`config.mk`:
```
export PLATFORM = sky130hd
export DESIGN_NAME = bscan_tap_top
export DESIGN_NICKNAME = d
export VERILOG_FILES = /design/src/bscan_cell.v /design/src/bscan_tap_top.v
export VERILOG_INCLUDE_DIRS = /design/src /design/src/common
export SDC_FILE = /design/constraint.sdc
export NUM_CORES = 1
export LEC_CHECK = 0
export BUFFER_PORTS_ARGS = -buffer_cell sky130_fd_sc_hd__buf_2
export CORE_AREA = 2 2 190 192
export CTS_CLUSTER_DIAMETER = 60
export CTS_CLUSTER_SIZE = 16
export DETAILED_ROUTE_END_ITERATION = 10
export DIE_AREA = 0 0 192 194
export PLACE_DENSITY = 0.84
export SLEW_MARGIN = 10
export SYNTH_ARGS = -nofsm -noshare
export SYNTH_HDL_FRONTEND = slang
export SYNTH_SLANG_ARGS = --single-unit
```
`constraint.sdc`:
```
create_clock -name CLOCK_IN -period 2.2 [get_ports CLOCK_IN]
set_clock_uncertainty 0.15 [all_clocks]
set_input_delay 0.33 -clock CLOCK_IN [delete_from_list [all_inputs] [get_ports CLOCK_IN]]
set_output_delay 0.33 -clock CLOCK_IN [all_outputs]
set_load 0.005 [all_outputs]
```
`src/common/bscan_regs.vh`:
```
// Purpose: Constants for the boundary-scan test port.
// Assumes: Included by bare name from src files.
// Notes: Cell numbers run 1..144; cell 144 sits next to the data output.
`ifndef BSCAN_REGS_VH
`define BSCAN_REGS_VH

// ----------------------------------------
// Instruction register
// ----------------------------------------
`define IR_W 2
`define IR_EXTEST 2'h0
`define IR_SAMPLE_A 2'h1
`define IR_SAMPLE_B 2'h2
`define IR_BYPASS 2'h3
`define IR_RESET_VAL 2'h3
`define IR_CAPTURE_VAL 2'h1

// ----------------------------------------
// Boundary register shape
// ----------------------------------------
`define BSR_LEN 144
`define N_OBS 42
`define N_DRV 51
`define KIND_IN 2'h0
`define KIND_OUT 2'h1
`define KIND_TRI 2'h2

// ----------------------------------------
// Cell segments (last and first cell numbers)
// ----------------------------------------
`define SEG_A_END 60
`define SEG_B_END 70
`define SEG_C_END 76
`define SEG_D_END 100
`define SEG_E_END 132
`define SEG_B_FIRST 61
`define SEG_C_FIRST 71
`define SEG_D_FIRST 77
`define SEG_E_FIRST 101
`define SEG_F_FIRST 133

// ----------------------------------------
// Pin index bases per segment
// ----------------------------------------
`define OBS_B_BASE 20
`define OBS_D_BASE 30
`define OBS_F_BASE 38
`define DRV_C_BASE 20
`define DRV_D_BASE 23
`define DRV_E_BASE 31
`define DRV_F_BASE 47

// ----------------------------------------
// Reset values
// ----------------------------------------
`define CELL_RESET_VAL 1'b0
`define BYPASS_CAPTURE_VAL 1'b0

`endif

```
`src/bscan_cell.v`:
```
// Purpose: One boundary-scan cell: shift stage plus update latch.
// Assumes: Strobes are single-cycle pulses on the system clock.
// Notes: Update latch clears to zero so all pins start released.
`timescale 1ns/1ps
`default_nettype none
`include "bscan_regs.vh"

module bscan_cell
(
   input wire clk_in,
   input wire rst_in,
   input wire capture_in,
   input wire shift_in,
   input wire update_in,
   input wire serial_in,
   input wire parallel_in,
   output wire serial_out,
   output wire update_out
);

   reg shift_ff;
   reg upd_ff;

   // ----------------------------------------
   // Shift stage and update latch
   // ----------------------------------------
   always @(posedge clk_in)
   begin
      if (rst_in)
      begin
         shift_ff <= `CELL_RESET_VAL;
         upd_ff <= `CELL_RESET_VAL;
      end
      else
      begin
         if (capture_in)
            shift_ff <= parallel_in;
         else if (shift_in)
            shift_ff <= serial_in;
         if (update_in)
            upd_ff <= shift_ff;
      end
   end

   assign serial_out = shift_ff;
   assign update_out = upd_ff;

endmodule
`default_nettype wire

```
`src/bscan_tap_top.v`:
```
// Purpose: Boundary-scan test port with 2-bit instruction, bypass and
//    144-cell boundary register.
// Assumes: Test port pins and pads are asynchronous to CLOCK_IN.
// Notes:
// Contract
// - The instruction register is exactly two bits, numbered zero and one.
// - Instruction bits shift in from the data input only in the shift-instruction state.
// - The current instruction picks the active data register and the scan path.
// - Code 00 selects the boundary register and drives every pin from it.
// - Codes 01 and 10 both select the boundary register with the core running.
// - Sample/preload captures live pins and lets shifted data load the update latches.
// - Code 11 puts the one-bit bypass register in the path with the core running.
// - Any test logic reset loads the bypass instruction.
// - Only the boundary and bypass data registers exist.
// - Every signal pin has a cell stage between core and pad that observes and controls.
// - The boundary register is 144 cells and cell 144 shifts out first.
// - Tristate cells are active high: one enables, zero releases.
// - All zeros in the boundary register release every driven pin.
// - Bidirectional pins get input, output and tristate cells, outputs get two, inputs one.
// - The port has a dedicated test reset input.
`timescale 1ns/1ps
`default_nettype none
`include "bscan_regs.vh"

module bscan_tap_top
#(
   parameter N_CELL = `BSR_LEN,
   parameter N_OBS = `N_OBS,
   parameter N_DRV = `N_DRV
)
(
   input wire CLOCK_IN,
   input wire RST_B_IN,
   input wire TCK_IN,
   input wire TMS_IN,
   input wire TDI_IN,
   input wire TRST_B_IN,
   output reg TDO_OUT,
   output reg TDO_OE_OUT,
   input wire [N_OBS-1:0] PAD_IN_IN,
   input wire [N_DRV-1:0] CORE_DATA_IN,
   input wire [N_DRV-1:0] CORE_OE_IN,
   output reg [N_DRV-1:0] PAD_DATA_OUT,
   output reg [N_DRV-1:0] PAD_OE_OUT,
   output reg [N_OBS-1:0] CORE_RX_OUT
);

   // ----------------------------------------
   // Port states
   // ----------------------------------------
   localparam [3:0] ST_TLR = 4'h0;
   localparam [3:0] ST_RTI = 4'h1;
   localparam [3:0] ST_SEL_DR = 4'h2;
   localparam [3:0] ST_CAP_DR = 4'h3;
   localparam [3:0] ST_SHF_DR = 4'h4;
   localparam [3:0] ST_EX1_DR = 4'h5;
   localparam [3:0] ST_PAU_DR = 4'h6;
   localparam [3:0] ST_EX2_DR = 4'h7;
   localparam [3:0] ST_UPD_DR = 4'h8;
   localparam [3:0] ST_SEL_IR = 4'h9;
   localparam [3:0] ST_CAP_IR = 4'hA;
   localparam [3:0] ST_SHF_IR = 4'hB;
   localparam [3:0] ST_EX1_IR = 4'hC;
   localparam [3:0] ST_PAU_IR = 4'hD;
   localparam [3:0] ST_EX2_IR = 4'hE;
   localparam [3:0] ST_UPD_IR = 4'hF;

   // ----------------------------------------
   // Cell map: {kind, pad index, drive index}
   // ----------------------------------------
   function [13:0] cell_info;
      input integer c;
      integer p;
      integer k;
      integer o;
      integer d;
      begin
         p = 0;
         k = 0;
         o = 0;
         d = 0;
         if (c <= `SEG_A_END)
         begin
            p = (c - 1) / 3;
            k = (c - 1) % 3;
            o = p;
            d = p;
         end
         else if (c <= `SEG_B_END)
         begin
            o = `OBS_B_BASE + c - `SEG_B_FIRST;
         end
         else if (c <= `SEG_C_END)
         begin
            p = (c - `SEG_C_FIRST) / 2;
            k = (c - `SEG_C_FIRST) % 2 + 1;
            d = `DRV_C_BASE + p;
         end
         else if (c <= `SEG_D_END)
         begin
            p = (c - `SEG_D_FIRST) / 3;
            k = (c - `SEG_D_FIRST) % 3;
            o = `OBS_D_BASE + p;
            d = `DRV_D_BASE + p;
         end
         else if (c <= `SEG_E_END)
         begin
            p = (c - `SEG_E_FIRST) / 2;
            k = (c - `SEG_E_FIRST) % 2 + 1;
            d = `DRV_E_BASE + p;
         end
         else
         begin
            p = (c - `SEG_F_FIRST) / 3;
            k = (c - `SEG_F_FIRST) % 3;
            o = `OBS_F_BASE + p;
            d = `DRV_F_BASE + p;
         end
         cell_info = {k[1:0], o[5:0], d[5:0]};
      end
   endfunction

   // ----------------------------------------
   // Declarations
   // ----------------------------------------
   reg [3:0] pin_s1_ff;
   reg [3:0] pin_s2_ff;
   reg tck_d_ff;
   reg [N_OBS-1:0] pad_s1_ff;
   reg [N_OBS-1:0] pad_s2_ff;
   reg [3:0] state_ff;
   reg [3:0] nxt_state;
   reg [`IR_W-1:0] ir_ff;
   reg [`IR_W-1:0] ir_sh_ff;
   reg bypass_ff;
   reg nxt_tdo;
   wire tck_s;
   wire tms_s;
   wire tdi_s;
   wire trst_b_s;
   wire tck_rise;
   wire tck_fall;
   wire test_rst;
   wire cell_rst;
   wire sel_bsr;
   wire extest;
   wire bsr_cap;
   wire bsr_shf;
   wire bsr_upd;
   wire [N_CELL:0] chain;
   wire [N_OBS-1:0] in_upd;
   wire [N_DRV-1:0] drv_upd_d;
   wire [N_DRV-1:0] drv_upd_oe;

   // ----------------------------------------
   // Pin synchronisers
   // ----------------------------------------
   always @(posedge CLOCK_IN)
   begin
      if (!RST_B_IN)
      begin
         pin_s1_ff <= 4'h0;
         pin_s2_ff <= 4'h0;
         tck_d_ff <= 1'b0;
         pad_s1_ff <= {N_OBS{1'b0}};
         pad_s2_ff <= {N_OBS{1'b0}};
      end
      else
      begin
         pin_s1_ff <= {TRST_B_IN, TDI_IN, TMS_IN, TCK_IN};
         pin_s2_ff <= pin_s1_ff;
         tck_d_ff <= pin_s2_ff[0];
         pad_s1_ff <= PAD_IN_IN;
         pad_s2_ff <= pad_s1_ff;
      end
   end

   assign tck_s = pin_s2_ff[0];
   assign tms_s = pin_s2_ff[1];
   assign tdi_s = pin_s2_ff[2];
   assign trst_b_s = pin_s2_ff[3];
   assign tck_rise = tck_s & ~tck_d_ff;
   assign tck_fall = ~tck_s & tck_d_ff;
   assign test_rst = ~trst_b_s;

   // ----------------------------------------
   // Port state machine
   // ----------------------------------------
   always @*
   begin
      nxt_state = state_ff;
      case (state_ff)
         ST_TLR: nxt_state = tms_s ? ST_TLR : ST_RTI;
         ST_RTI: nxt_state = tms_s ? ST_SEL_DR : ST_RTI;
         ST_SEL_DR: nxt_state = tms_s ? ST_SEL_IR : ST_CAP_DR;
         ST_CAP_DR: nxt_state = tms_s ? ST_EX1_DR : ST_SHF_DR;
         ST_SHF_DR: nxt_state = tms_s ? ST_EX1_DR : ST_SHF_DR;
         ST_EX1_DR: nxt_state = tms_s ? ST_UPD_DR : ST_PAU_DR;
         ST_PAU_DR: nxt_state = tms_s ? ST_EX2_DR : ST_PAU_DR;
         ST_EX2_DR: nxt_state = tms_s ? ST_UPD_DR : ST_SHF_DR;
         ST_UPD_DR: nxt_state = tms_s ? ST_SEL_DR : ST_RTI;
         ST_SEL_IR: nxt_state = tms_s ? ST_TLR : ST_CAP_IR;
         ST_CAP_IR: nxt_state = tms_s ? ST_EX1_IR : ST_SHF_IR;
         ST_SHF_IR: nxt_state = tms_s ? ST_EX1_IR : ST_SHF_IR;
         ST_EX1_IR: nxt_state = tms_s ? ST_UPD_IR : ST_PAU_IR;
         ST_PAU_IR: nxt_state = tms_s ? ST_EX2_IR : ST_PAU_IR;
         ST_EX2_IR: nxt_state = tms_s ? ST_UPD_IR : ST_SHF_IR;
         ST_UPD_IR: nxt_state = tms_s ? ST_SEL_DR : ST_RTI;
         default: nxt_state = ST_TLR;
      endcase
   end

   always @(posedge CLOCK_IN)
   begin
      if (!RST_B_IN || test_rst)
         state_ff <= ST_TLR;
      else if (tck_rise)
         state_ff <= nxt_state;
   end

   // ----------------------------------------
   // Instruction register
   // ----------------------------------------
   always @(posedge CLOCK_IN)
   begin
      if (!RST_B_IN || test_rst || state_ff == ST_TLR)
      begin
         ir_ff <= `IR_RESET_VAL;
         ir_sh_ff <= `IR_RESET_VAL;
      end
      else if (tck_rise)
      begin
         if (state_ff == ST_CAP_IR)
            ir_sh_ff <= `IR_CAPTURE_VAL;
         else if (state_ff == ST_SHF_IR)
            ir_sh_ff <= {tdi_s, ir_sh_ff[1]};
         else if (state_ff == ST_UPD_IR)
            ir_ff <= ir_sh_ff;
      end
   end

   // ----------------------------------------
   // Instruction decode
   // ----------------------------------------
   assign extest = (ir_ff == `IR_EXTEST);
   assign sel_bsr = (ir_ff != `IR_BYPASS);
   assign bsr_cap = tck_rise & sel_bsr & (state_ff == ST_CAP_DR);
   assign bsr_shf = tck_rise & sel_bsr & (state_ff == ST_SHF_DR);
   assign bsr_upd = tck_rise & sel_bsr & (state_ff == ST_UPD_DR);
   assign cell_rst = ~RST_B_IN | test_rst | (state_ff == ST_TLR);

   // ----------------------------------------
   // Bypass register
   // ----------------------------------------
   always @(posedge CLOCK_IN)
   begin
      if (!RST_B_IN)
         bypass_ff <= `BYPASS_CAPTURE_VAL;
      else if (tck_rise && !sel_bsr)
      begin
         if (state_ff == ST_CAP_DR)
            bypass_ff <= `BYPASS_CAPTURE_VAL;
         else if (state_ff == ST_SHF_DR)
            bypass_ff <= tdi_s;
      end
   end

   // ----------------------------------------
   // Boundary register
   // ----------------------------------------
   assign chain[0] = tdi_s;

   genvar g;
   generate
      for (g = 0; g < N_CELL; g = g + 1)
      begin : cells
         localparam [13:0] INFO = cell_info(g + 1);
         localparam [1:0] KIND = INFO[13:12];
         localparam [5:0] OBS = INFO[11:6];
         localparam [5:0] DRV = INFO[5:0];
         wire par;
         wire upd;
         if (KIND == `KIND_IN)
         begin : k_in
            assign par = pad_s2_ff[OBS];
            assign in_upd[OBS] = upd;
         end
         else if (KIND == `KIND_OUT)
         begin : k_out
            assign par = CORE_DATA_IN[DRV];
            assign drv_upd_d[DRV] = upd;
         end
         else
         begin : k_tri
            assign par = CORE_OE_IN[DRV];
            assign drv_upd_oe[DRV] = upd;
         end
         bscan_cell u_cell
         (
            .clk_in(CLOCK_IN),
            .rst_in(cell_rst),
            .capture_in(bsr_cap),
            .shift_in(bsr_shf),
            .update_in(bsr_upd),
            .serial_in(chain[g]),
            .parallel_in(par),
            .serial_out(chain[g + 1]),
            .update_out(upd)
         );
      end
   endgenerate

   // ----------------------------------------
   // Pad and core drive
   // ----------------------------------------
   always @(posedge CLOCK_IN)
   begin
      if (!RST_B_IN)
      begin
         PAD_DATA_OUT <= {N_DRV{1'b0}};
         PAD_OE_OUT <= {N_DRV{1'b0}};
         CORE_RX_OUT <= {N_OBS{1'b0}};
      end
      else if (extest)
      begin
         PAD_DATA_OUT <= drv_upd_d;
         PAD_OE_OUT <= drv_upd_oe;
         CORE_RX_OUT <= in_upd;
      end
      else
      begin
         PAD_DATA_OUT <= CORE_DATA_IN;
         PAD_OE_OUT <= CORE_OE_IN;
         CORE_RX_OUT <= pad_s2_ff;
      end
   end

   // ----------------------------------------
   // Serial output on falling test clock
   // ----------------------------------------
   always @*
   begin
      nxt_tdo = 1'b0;
      if (state_ff == ST_SHF_IR)
         nxt_tdo = ir_sh_ff[0];
      else if (sel_bsr)
         nxt_tdo = chain[N_CELL];
      else
         nxt_tdo = bypass_ff;
   end

   always @(posedge CLOCK_IN)
   begin
      if (!RST_B_IN)
      begin
         TDO_OUT <= 1'b0;
         TDO_OE_OUT <= 1'b0;
      end
      else if (tck_fall)
      begin
         TDO_OUT <= nxt_tdo;
         TDO_OE_OUT <= (state_ff == ST_SHF_IR) || (state_ff == ST_SHF_DR);
      end
   end

endmodule
`default_nettype wire

```
## Word-level counts from Yosys, hierarchy flattened

Index checks and enable logic that the tools add are counted.

- Input bits: 150
- Register bits: 536
- Output and inout port bits: 146

- Equality and inequality tests: 16
- Muxes and demuxes: 310
- Reduce and logical (&&, ||, !) cells: 17
- Bitwise gates (word level): 14

Operator list:

| operator | number |
|---|---|
| two-way mux 1 bit | 295 |
| two-way mux 51 bit | 2 |
| one-hot mux 4 bit (12 select lines) | 1 |
| two-way mux 42 bit | 1 |
| == test 4 bit (second input constant) | 8 |
| == test 4 x 3 -> 1 bit (second input constant) | 4 |
| two-way mux 4 bit | 4 |
| two-way mux 2 bit | 5 |
| == test 4 x 2 -> 1 bit (second input constant) | 2 |
| bitwise AND 1 bit | 6 |
| two-way mux 3 bit | 2 |
| NOT 1 bit | 6 |
| nonzero test 2 bit | 3 |
| == test 4 x 1 -> 1 bit (second input constant) | 1 |
| zero test 4 bit | 1 |
| AND reduction 2 bit | 2 |
| AND reduction 4 bit | 1 |
| OR reduction 2 bit | 2 |
| logical OR 1 bit | 3 |
| OR reduction 3 bit | 1 |
| zero test 1 bit | 2 |
| zero test 2 bit | 1 |
| != test 2 bit (second input constant) | 1 |
| bitwise OR 1 bit | 2 |
| logical AND 1 bit | 1 |

## Depth between registers and ports, before layout

Gate-level depths: netlist (run 1).

- Depth in word-level cells: 6
- Gate-level depth with buffers: 8
- Gate-level depth less buffers: 4

## Modules after synthesis

Synthesis (run 1) repeated with hierarchy kept, for this count alone.

- Cells, all modules: 2075
- Area total of the unflattened synthesis: 20927.6 sq um

Modules (own cells, without submodules):

| module | area an instance (sq um) | instances | seq. area each (sq um) | cells an instance |
|---|---|---|---|---|
| bscan_cell | 86.3 | 144 | 40.0 | 8 |
| bscan_tap_top | 8495.6 | 1 | 4964.8 | 923 |

## Least setup slack after synthesis (run 1)

No wires, ideal clock.

- Path kind: input-to-reg
- Start point: input port RST_B_IN
- End point: register cells[124].u_cell.shift_ff
- Setup time: 0.068 ns
- Arrival: 1.716 ns
- Stages: 8
- Slack: 0.266 ns
- Cell sequence: buf_2 nand2_1 a21oi_1 o31a_1 buf_2 buf_2 buf_2 o2bb2ai_2

- Word-level cells in the longest chain between the ends: 3

RTL lines:

| element | RTL line | RTL |
|---|---|---|
| start, declared | bscan_tap_top.v:33 | `input wire RST_B_IN,` |
| NOT 1 bit | bscan_tap_top.v:250 | `assign cell_rst = ~RST_B_IN \| test_rst \| (state_ff == ST_TLR);` |
| bitwise OR 1 bit (2 in a row) | bscan_tap_top.v:250 |  |
| end signal, assigned | bscan_cell.v:31 | `` shift_ff <= `CELL_RESET_VAL; `` |
| end signal, assigned | bscan_cell.v:37 | `shift_ff <= parallel_in;` |
| end signal, assigned | bscan_cell.v:39 | `shift_ff <= serial_in;` |
| end, declared | bscan_cell.v:21 | `reg shift_ff;` |

No other way between the ends.
A chain may end at the register's enable or synchronous reset.

## Worst setup path in the final report (run 1)

- Start point: register state_ff[3]
- End point: register cells[57].u_cell.shift_ff

- Word-level cells in the longest chain between the ends: 3

RTL lines:

| element | RTL line | RTL |
|---|---|---|
| start, declared | bscan_tap_top.v:131 | `reg [3:0] state_ff;` |
| start signal, assigned | bscan_tap_top.v:218 | `state_ff <= nxt_state;` |
| == test 4 x 2 -> 1 bit or == test 4 x 3 -> 1 bit (tied branches) | bscan_tap_top.v:247, bscan_tap_top.v:248 |  |
| bitwise AND 1 bit (on tied branches) | bscan_tap_top.v:247, bscan_tap_top.v:248 |  |
| two-way mux 1 bit or nonzero test 2 bit (tied branches) | n/a |  |
| end signal, assigned | bscan_cell.v:31 |  |
| end signal, assigned | bscan_cell.v:37 |  |
| end signal, assigned | bscan_cell.v:39 |  |
| end, declared | bscan_cell.v:21 |  |

Parallel ways exist; a longest one is shown, timed or not.

==> results.md, run 1 <==
STA:
- The final sum of negative setup slack is 0 ns.
- Setup violations remaining at the end of the flow were counted as 0.
- The hold slack is 0.147 ns.
- Setup repair after global routing left no endpoint under its margin.
- The post-route clock period utilization is 96.3%.
- The highest clock rate is 0.472 GHz.
- The post-route minimum period is 2.12 ns.
- The count of endpoints failing hold in the final timing report is 0.
- The measured slew at the worst slew-check pin is 1.09 ns.
- The final-report max-slew violation count is 0.
- The worst max-slew margin expressed relative to the limit is 27.4%.

CTS:
- After clock tree synthesis, the setup repair step added 0 buffers.
- The clock tree root driver cell is sky130_fd_sc_hd__clkbuf_16.
- In this run, CTS created clock tree buffers numbering 42.
- The H-tree generated during clock tree synthesis spans 2 levels.
- The insertion delay of the later-clocked pin in the worst-skew pair is 0.55 ns.
- The clock passes through at most 3 buffers.
- The register clock-pin slew on the reported worst setup and hold paths is 0.07 ns.
- The CTS sink count is 536.
- The CTS tree is done.

Hold path:
- The number of stages on the worst hold path is 3.
- The min-delay analysis places its worst path in the category in2reg.
- The terminating pin of the worst hold path is PAD_OE_OUT[41]$_SDFF_PN0_.
- The startpoint identified for the worst hold timing path is RST_B_IN.

Floorplanning:
- The die footprint is 37200 sq um.
- The core outline area is 35200 sq um.
- For this configuration, the core starts out at a cell density of 55.5%.
- After floorplanning, the core was divided into 69 placement rows.
- The die span in x is 192 microns.
- During I/O placement, the number of pins put on the boundary was 296.
- The chip height is 194 microns.

Logic synthesis:
- The commonest cells after synthesis are sky130_fd_sc_hd__nand2_1 (585), sky130_fd_sc_hd__dfxtp_1 (536), sky130_fd_sc_hd__a21oi_1 (150).
- The most common cell in the synthesized netlist is sky130_fd_sc_hd__nand2_1.
- Each instance of the synthesized netlist takes up on average 9.66 sq um.
- The summed instance area of the synthesized netlist is 19600 sq um.
- The synthesized netlist net count is 2173.
- By area the synthesized netlist is led by sky130_fd_sc_hd__dfxtp_1 (55%), sky130_fd_sc_hd__nand2_1 (11%), sky130_fd_sc_hd__mux2i_1 (7.4%).
- Synthesis produced 2023 cells.
- The synthesized design spends more area on one cell type than any other, namely sky130_fd_sc_hd__dfxtp_1.
- The yosys synthesis warning count is 0.
- The number of flops mapped to enable cells by yosys is 0.
- The number of different library cells used by synthesis comes to 41.
- The share of synthesized flip-flops with an asynchronous set or reset is 0%.
- The share of the synthesized area in the top cell type is 54.9%.
- The synthesized design contains 536 register bits.
- Sequential elements use 54.9% of the synthesized area.
- In the synthesized netlist the dominant register cell turns out to be sky130_fd_sc_hd__dfxtp_1.

Power and ir drop:
- The maximum ir drop on the vdd rail is 0.000760 V.
- The sum of internal, switching and leakage power is 18400 uW.
- Power spread over the standard cell area amounts to 753 nW/um^2.
- The leakage power figure is 0.00893 uW.

Placed design:
- The number of cells after detailed placement is 2663.
- The final estimated routing congestion in global placement is 0.811.
- During placement, the flow inserted port buffers numbering 295.
- The placed wire-length estimate after detailed placement is 29.7 mm.

Setup path:
- The number of cells on the worst reg-to-reg path is 5.
- In this run the worst path has a maximum fanout of 61.
- The critical path endpoint category is a flop.
- The reg-to-reg setup timing slack is 0.08 ns.
- The worst setup path is launched from a flop.
- Data on the critical path is required at its endpoint by 2.52 ns.
- STA puts the critical path data arrival time at 2.44 ns.
- The startpoint of the lowest-slack register-to-register path is state_ff[3]$_SDFFE_PP0P_.
- The class of the most critical setup path is reg2reg.
- The end of the worst register-to-register path is cells[57].u_cell.serial_out$_SDFFE_PP0P_.

Global routing:
- The global-route wire length before repair is 82.4 mm.
- Entering global routing, the biggest net connects 122 pins.
- The via count of the first global-routing pass is 15800.
- Summed over all layers, the global routing overflow is 0.
- For this run, the total global-route usage over all layers was measured as 27.3%.
- The initial antenna violation count is 2.

Final layout:
- The final standard cell utilization of the core is 69.2%.
- In the final design database the tool counted 2544 nets.
- The layout overhead on the synthesized area is 24.7%.
- The finished layout holds 2869 standard cells, fillers aside.
- Of the cells placed in the final design, the portion with a size suffix greater than 1 is 19.2%.

Route:
- The detail route stage leaves a number of antenna-violating nets equal to 0.
- The number of iterations in the first detailed-routing pass is 7.
- After the first detailed-routing iteration, the DRC count stood at 1108.
- For this block, the via count after detailed routing is 15800.
- After detailed routing, the total wire length is 52.1 mm.
- The routed via count divided by cell count is 5.50.
- The average routed wire per standard cell is 18.2 microns.
- After detailed routing, the number of remaining DRC violations is 0.

Run:
- Max-cap violations in this run came to 0.

Run status:
- The flow ran to the end, and the final reports show no timing, DRC or antenna violations.
[metal layers]
layer / vias up / share of wire (%) / wire (microns) / track usage (%)
met4: 0 / 3.6 / 1890 / 10.5
met2: 610 / 49 / 25400 / 46.9
met3: 136 / 6.4 / 3320 / 4.29
li1: 7521 / - / - / -
met5: - / 0 / 0 / 0
met1: 7525 / 41 / 21500 / 34.4
[power by group]
part | leakage [uW] | internal (uW) | switching [uW] | total (uW)
Combinational | 0.00392 | 474 | 359 | 833
Clock | 0.000636 | 4100 | 3460 | 7560
Sequential | 0.00437 | 9900 | 75.0 | 9970
Total | 0.00893 | 14500 | 3890 | 18400
[worst max path at each step]
| stage | startpoint | endpoint | slack (ns) | cells past startpoint |
|---|---|---|---|---|
| after floorplan | RST_B_IN | cells[124].u_cell.serial_out$_SDFFE_PP0P_ | 0.27 | 8 |
| after detailed placement | state_ff[0]$_SDFFE_PP0P_ | cells[65].u_cell.update_out$_SDFFE_PP0P_ | 0.20 | 7 |
| after CTS | state_ff[0]$_SDFFE_PP0P_ | cells[65].u_cell.update_out$_SDFFE_PP0P_ | 0.14 | 6 |
| after global placement | state_ff[0]$_SDFFE_PP0P_ | cells[23].u_cell.serial_out$_SDFFE_PP0P_ | 0.29 | 4 |
| final | state_ff[3]$_SDFFE_PP0P_ | cells[57].u_cell.serial_out$_SDFFE_PP0P_ | 0.08 | 5 |
| after global routing | pin_s2_ff[0]$_SDFF_PN0_ | cells[65].u_cell.update_out$_SDFFE_PP0P_ | 0.04 | 7 |
[cell usage in the layout, fill, tap and decap left out, drive strengths merged, types with 2 or more instances in the layout]
| master | netlist | layout |
|---|---|---|
| nor2 | 10 | 10 |
| dlygate4sd3 | 0 | 148 |
| o2bb2ai | 145 | 145 |
| o31a | 2 | 2 |
| nor3b | 3 | 3 |
| mux2i | 144 | 144 |
| and4 | 2 | 2 |
| diode | 0 | 2 |
| a21boi | 146 | 146 |
| nand2 | 585 | 585 |
| nor3 | 4 | 4 |
| a21oi | 150 | 150 |
| a31oi | 2 | 2 |
| nand2b | 2 | 2 |
| dfxtp | 536 | 536 |
| nand3 | 3 | 3 |
| and2 | 93 | 93 |
| o21ai | 8 | 8 |
| nand4 | 2 | 2 |
| clkbuf | 106 | 48 |
| inv | 3 | 7 |
| bufinv | 0 | 3 |
| buf | 54 | 339 |
| a2111oi | 2 | 2 |
| nor2b | 5 | 5 |
| xnor2 | 2 | 2 |
[state kept, by name, summed over array words and instances, names as in the netlist, 2 cells and up]
signal,flops
PAD_OE_OUT,51
CORE_RX_OUT,42
pad_s1_ff,42
cells.u_cell.update_out,144
ir_sh_ff,2
pin_s1_ff,4
state_ff,4
pin_s2_ff,4
ir_ff,2
PAD_DATA_OUT,51
pad_s2_ff,42
cells.u_cell.serial_out,144
[stage by stage]
stage / worst slack, ns / area (sq um)
global placement: 0.286 / 21600
finish: 0.0822 / 24400
detailed placement: 0.200 / 21600
global route: 0.0363 / 24400
CTS: 0.139 / 24400
floorplan: 0.266 / 19600
[critical path, cell delays in order (launching register included)]
cell and delay (ns):
sky130_fd_sc_hd__dfxtp_1 0.57, sky130_fd_sc_hd__nor2_1 0.19, sky130_fd_sc_hd__a21oi_1 0.28, sky130_fd_sc_hd__o31a_2 0.26, sky130_fd_sc_hd__buf_12 0.34, sky130_fd_sc_hd__o2bb2ai_1 0.17
[cell families (layout without fill, tap and decap cells)]
| family | after synthesis | count (layout) | share of synthesized area, % |
|---|---|---|---|
| AOI/OAI and AO/OA | 463 | 463 | 18.7 |
| xor gates and xnor gates | 2 | 2 | 0.0896 |
| buffers and inverters | 163 | 546 | 3.64 |
| DFF | 536 | 536 | 54.9 |
| muxes | 145 | 145 | 7.43 |
| other | 0 | 2 | 0 |
| and+or+nand+nor | 714 | 714 | 15.3 |
[final cells by class]
type                       instances  area [sq um]
fill                            2468         10800
sequential                       536         10700
multi-input combinational       1324          8140
timing repair buffer             487          3630
clock buffer                      48          1160
tap                              461           577
clock inverter                     8           136
inverter                           3          11.3
antenna                            2          5.00
[timing repair]
action / CTS / global route
hold buffers: 148 / 0
endpoints found under the hold margin: 249 / 0
gates resized for setup: 0 / 0
No activity file was read; power rests on OpenSTA's default activity.
==> inputs of run 2 (changes only) <==
--- a/config.mk
+++ b/config.mk
@@ -8,11 +8,13 @@
 export LEC_CHECK = 0
 export BUFFER_PORTS_ARGS = -buffer_cell sky130_fd_sc_hd__buf_2
 export CORE_AREA = 2 2 190 192
+export CTS_BUF_LIST = sky130_fd_sc_hd__clkbuf_8 sky130_fd_sc_hd__clkbuf_16
 export CTS_CLUSTER_DIAMETER = 60
 export CTS_CLUSTER_SIZE = 16
 export DETAILED_ROUTE_END_ITERATION = 10
 export DIE_AREA = 0 0 192 194
 export PLACE_DENSITY = 0.84
+export SKIP_CTS_REPAIR_TIMING = 1
 export SLEW_MARGIN = 10
 export SYNTH_ARGS = -nofsm -noshare
 export SYNTH_HDL_FRONTEND = slang
==> results.md, run 2 (synthesis results as in run 1) <==
Run status:
- The run finished with clean final reports.

STA:
- The count of endpoints failing hold in the final timing report came to 0 (unchanged).
- The highest clock rate is 0.472 GHz (-0.13%).
- The measured slew at the worst slew-check pin was 1.06 ns (-0.0263 ns).
- The post-route minimum period is 2.12 ns (+0.00274 ns).
- The hold slack is 0.159 ns (+0.0123 ns).
- The worst max-slew margin expressed relative to the limit came to 29.1% (+1.8 points).
- Setup repair after global routing left no endpoint under its margin.
- The post-route clock period utilization came to 96.4% (+0.12 points).
- The final-report max-slew violation count is 0 (unchanged).
- The setup-violating endpoint count in the final report is 0 (unchanged).
- The final sum of negative setup slack came to 0 ns (unchanged).

CTS:
- The H-tree level count is 2 (unchanged).
- TritonCTS built the clock tree.
- The number of buffers created by CTS is 42 (unchanged).
- The CTS sink count was 536 (unchanged).
- The clock tree root driver cell is sky130_fd_sc_hd__clkbuf_16.
- The buffer depth of the longest clock path is 3 (unchanged).
- The insertion delay of the later-clocked pin in the worst-skew pair is 0.55 ns (about the same).
- The register clock-pin slew on the reported worst setup and hold paths is 0.07 ns (about the same).

Setup path:
- The data arrival time of the critical path is 2.44 ns (about the same).
- STA classifies the critical path startpoint as a flop.
- The maximum fanout encountered on the critical timing path is 61 (unchanged).
- The worst path required time is 2.52 ns (about the same).
- The signal on the critical path passes through nor2_1 -> a21oi_1 -> o31a_2 -> buf_12 -> o2bb2ai_1.
- STA classifies the critical path endpoint as a flop.
- The largest stage delay on the critical path is 0.57 ns (about the same).
- On the critical path, the stage with the largest delay is an instance of sky130_fd_sc_hd__dfxtp_1.
- The worst setup path is of the reg2reg kind.

Global routing:
- The routing layer with the top usage in global route is met2.
- The met3 global-route usage is 4.02% (-0.27 points).
- The global-route wire length before repair is 75.0 mm (-9.0%).
- The global routing met1 resource utilization is 32.5% (-1.9 points).
- The initial antenna violation count is 1 (-1).
- The pin count of the biggest net entering global routing is 122 (unchanged).
- The global-route usage over all layers is 24.6% (-2.7 points).
- The met2 usage in global routing was 41.5% (-5.4 points).
- The residual overflow from global routing is 0 (unchanged).
- The via count of the first global-routing pass is 14600 (-7.1%).

Hold path:
- The tightest min-delay check is of the in2reg type.

Floorplanning:
- The die span in x came to 192 microns (unchanged).
- The chip height is 194 microns (unchanged).
- The starting density of the core is 55.5% (unchanged).
- The number of standard-cell rows in the floorplan came to 69 (unchanged).
- The core outline area is 35200 sq um (unchanged).
- The die footprint is 37200 sq um (unchanged).
- The count of pins on the block boundary was 296 (unchanged).

Route:
- The antenna violation net count after detailed routing came to 0 (unchanged).
- The routed wire length is 52.2 mm (+0.14%).
- The violation count after the first detailed-routing iteration is 983 (-11%).
- The number of DRC violations after detailed routing is 0 (unchanged).
- The number of iterations in the first detailed-routing pass is 7 (unchanged).
- The average routed wire per standard cell came to 18.2 microns (+0.18%).
- The routed via count divided by cell count is 5.50 (about the same).
- The routed via count came to 15800 (-0.038%).

Final layout:
- The final-layout fill cell count is 2456 (-0.49%).
- The non-filler instance count after layout was 2868 (-0.035%).
- The net count of the finished layout is 2544 (unchanged).
- The most frequent standard cell in the layout excluding fill and tap cells is sky130_fd_sc_hd__nand2_1.
- The library cells used most frequently in the layout, excluding fill and tap cells, are sky130_fd_sc_hd__nand2_1 (585), sky130_fd_sc_hd__dfxtp_1 (536), sky130_fd_sc_hd__buf_2 (294).
- The layout overhead on the synthesized area is 24.7% (about the same).
- The summed area of non-filler cells in the final layout is 24400 sq um (about the same).
- The ratio of cells with drive above 1 in the final layout is 19.2% (unchanged).

Placed design:
- The count of buffers inserted at the top-level ports is 295 (unchanged).
- The cell area after placement is 21600 sq um (unchanged).
- The final estimated routing congestion in global placement was 0.811 (unchanged).
- The number of cells after detailed placement is 2663 (unchanged).
- The placed wire-length estimate after detailed placement is 29.7 mm (unchanged).

Power and ir drop:
- The leakage power figure is 0.00893 uW (about the same).
- The areal power density over the cells is 752 nW/um^2 (-0.12%).
- The maximum ir drop on the vdd rail is 0.000769 V (+1.3%).

Run:
- The number of max-cap violations is 0 (unchanged).
## run 2: per-stage QoR
stage                     total power, uW  setup slack, ns  util [%]
final                               18300           0.0795      69.2
after global routing                18900           0.0320      69.2
after CTS                           18200            0.139      65.0
after detailed placement            10800            0.200      61.3
after global placement              10800            0.286      61.3
after floorplan                     10400            0.266         -
## run 2: worst paths after layout
check,startpoint,end,slack [ns],cells after the start
hold / removal,RST_B_IN,state_ff[1]$_SDFFE_PP0P_,0.16,3
setup reg to reg,state_ff[3]$_SDFFE_PP0P_,cells[57].u_cell.serial_out$_SDFFE_PP0P_,0.08,5
setup / recovery,state_ff[3]$_SDFFE_PP0P_,cells[57].u_cell.serial_out$_SDFFE_PP0P_,0.08,5
hold reg to reg,pad_s1_ff[12]$_SDFF_PN0_,pad_s2_ff[12]$_SDFF_PN0_,0.28,1
## run 2: final cells by class
cell class	count	area [sq um]	area share (%)
inverter	3	11.3	0.0462
antenna	1	2.50	0.0103
tap	461	577	2.37
clock buffer	47	1150	4.73
multi-input combinational	1324	8140	33.4
sequential	536	10700	44.0
timing repair buffer	487	3630	14.9
clock inverter	9	140	0.575
## run 2: metal layers
layer,part of all wire [%],vias up
met5,0,-
met4,3.4,0
met3,6.7,150
met2,49,623
met1,41,7488
li1,-,7525
## run 2: power breakdown
group | internal, uW | switching (uW)
sequential | 9900 | 72.6
clock | 4090 | 3440
combinational | 475 | 362
total | 14500 | 3870
## run 2: critical path, delay by kind of cell (launching register included)
| family | cells | cell delay (ns) |
|---|---|---|
| buffers and inverters | 1 | 0.33 |
| and+or+nand+nor | 1 | 0.20 |
| DFF | 1 | 0.57 |
| AOI/OAI and AO/OA | 3 | 0.71 |
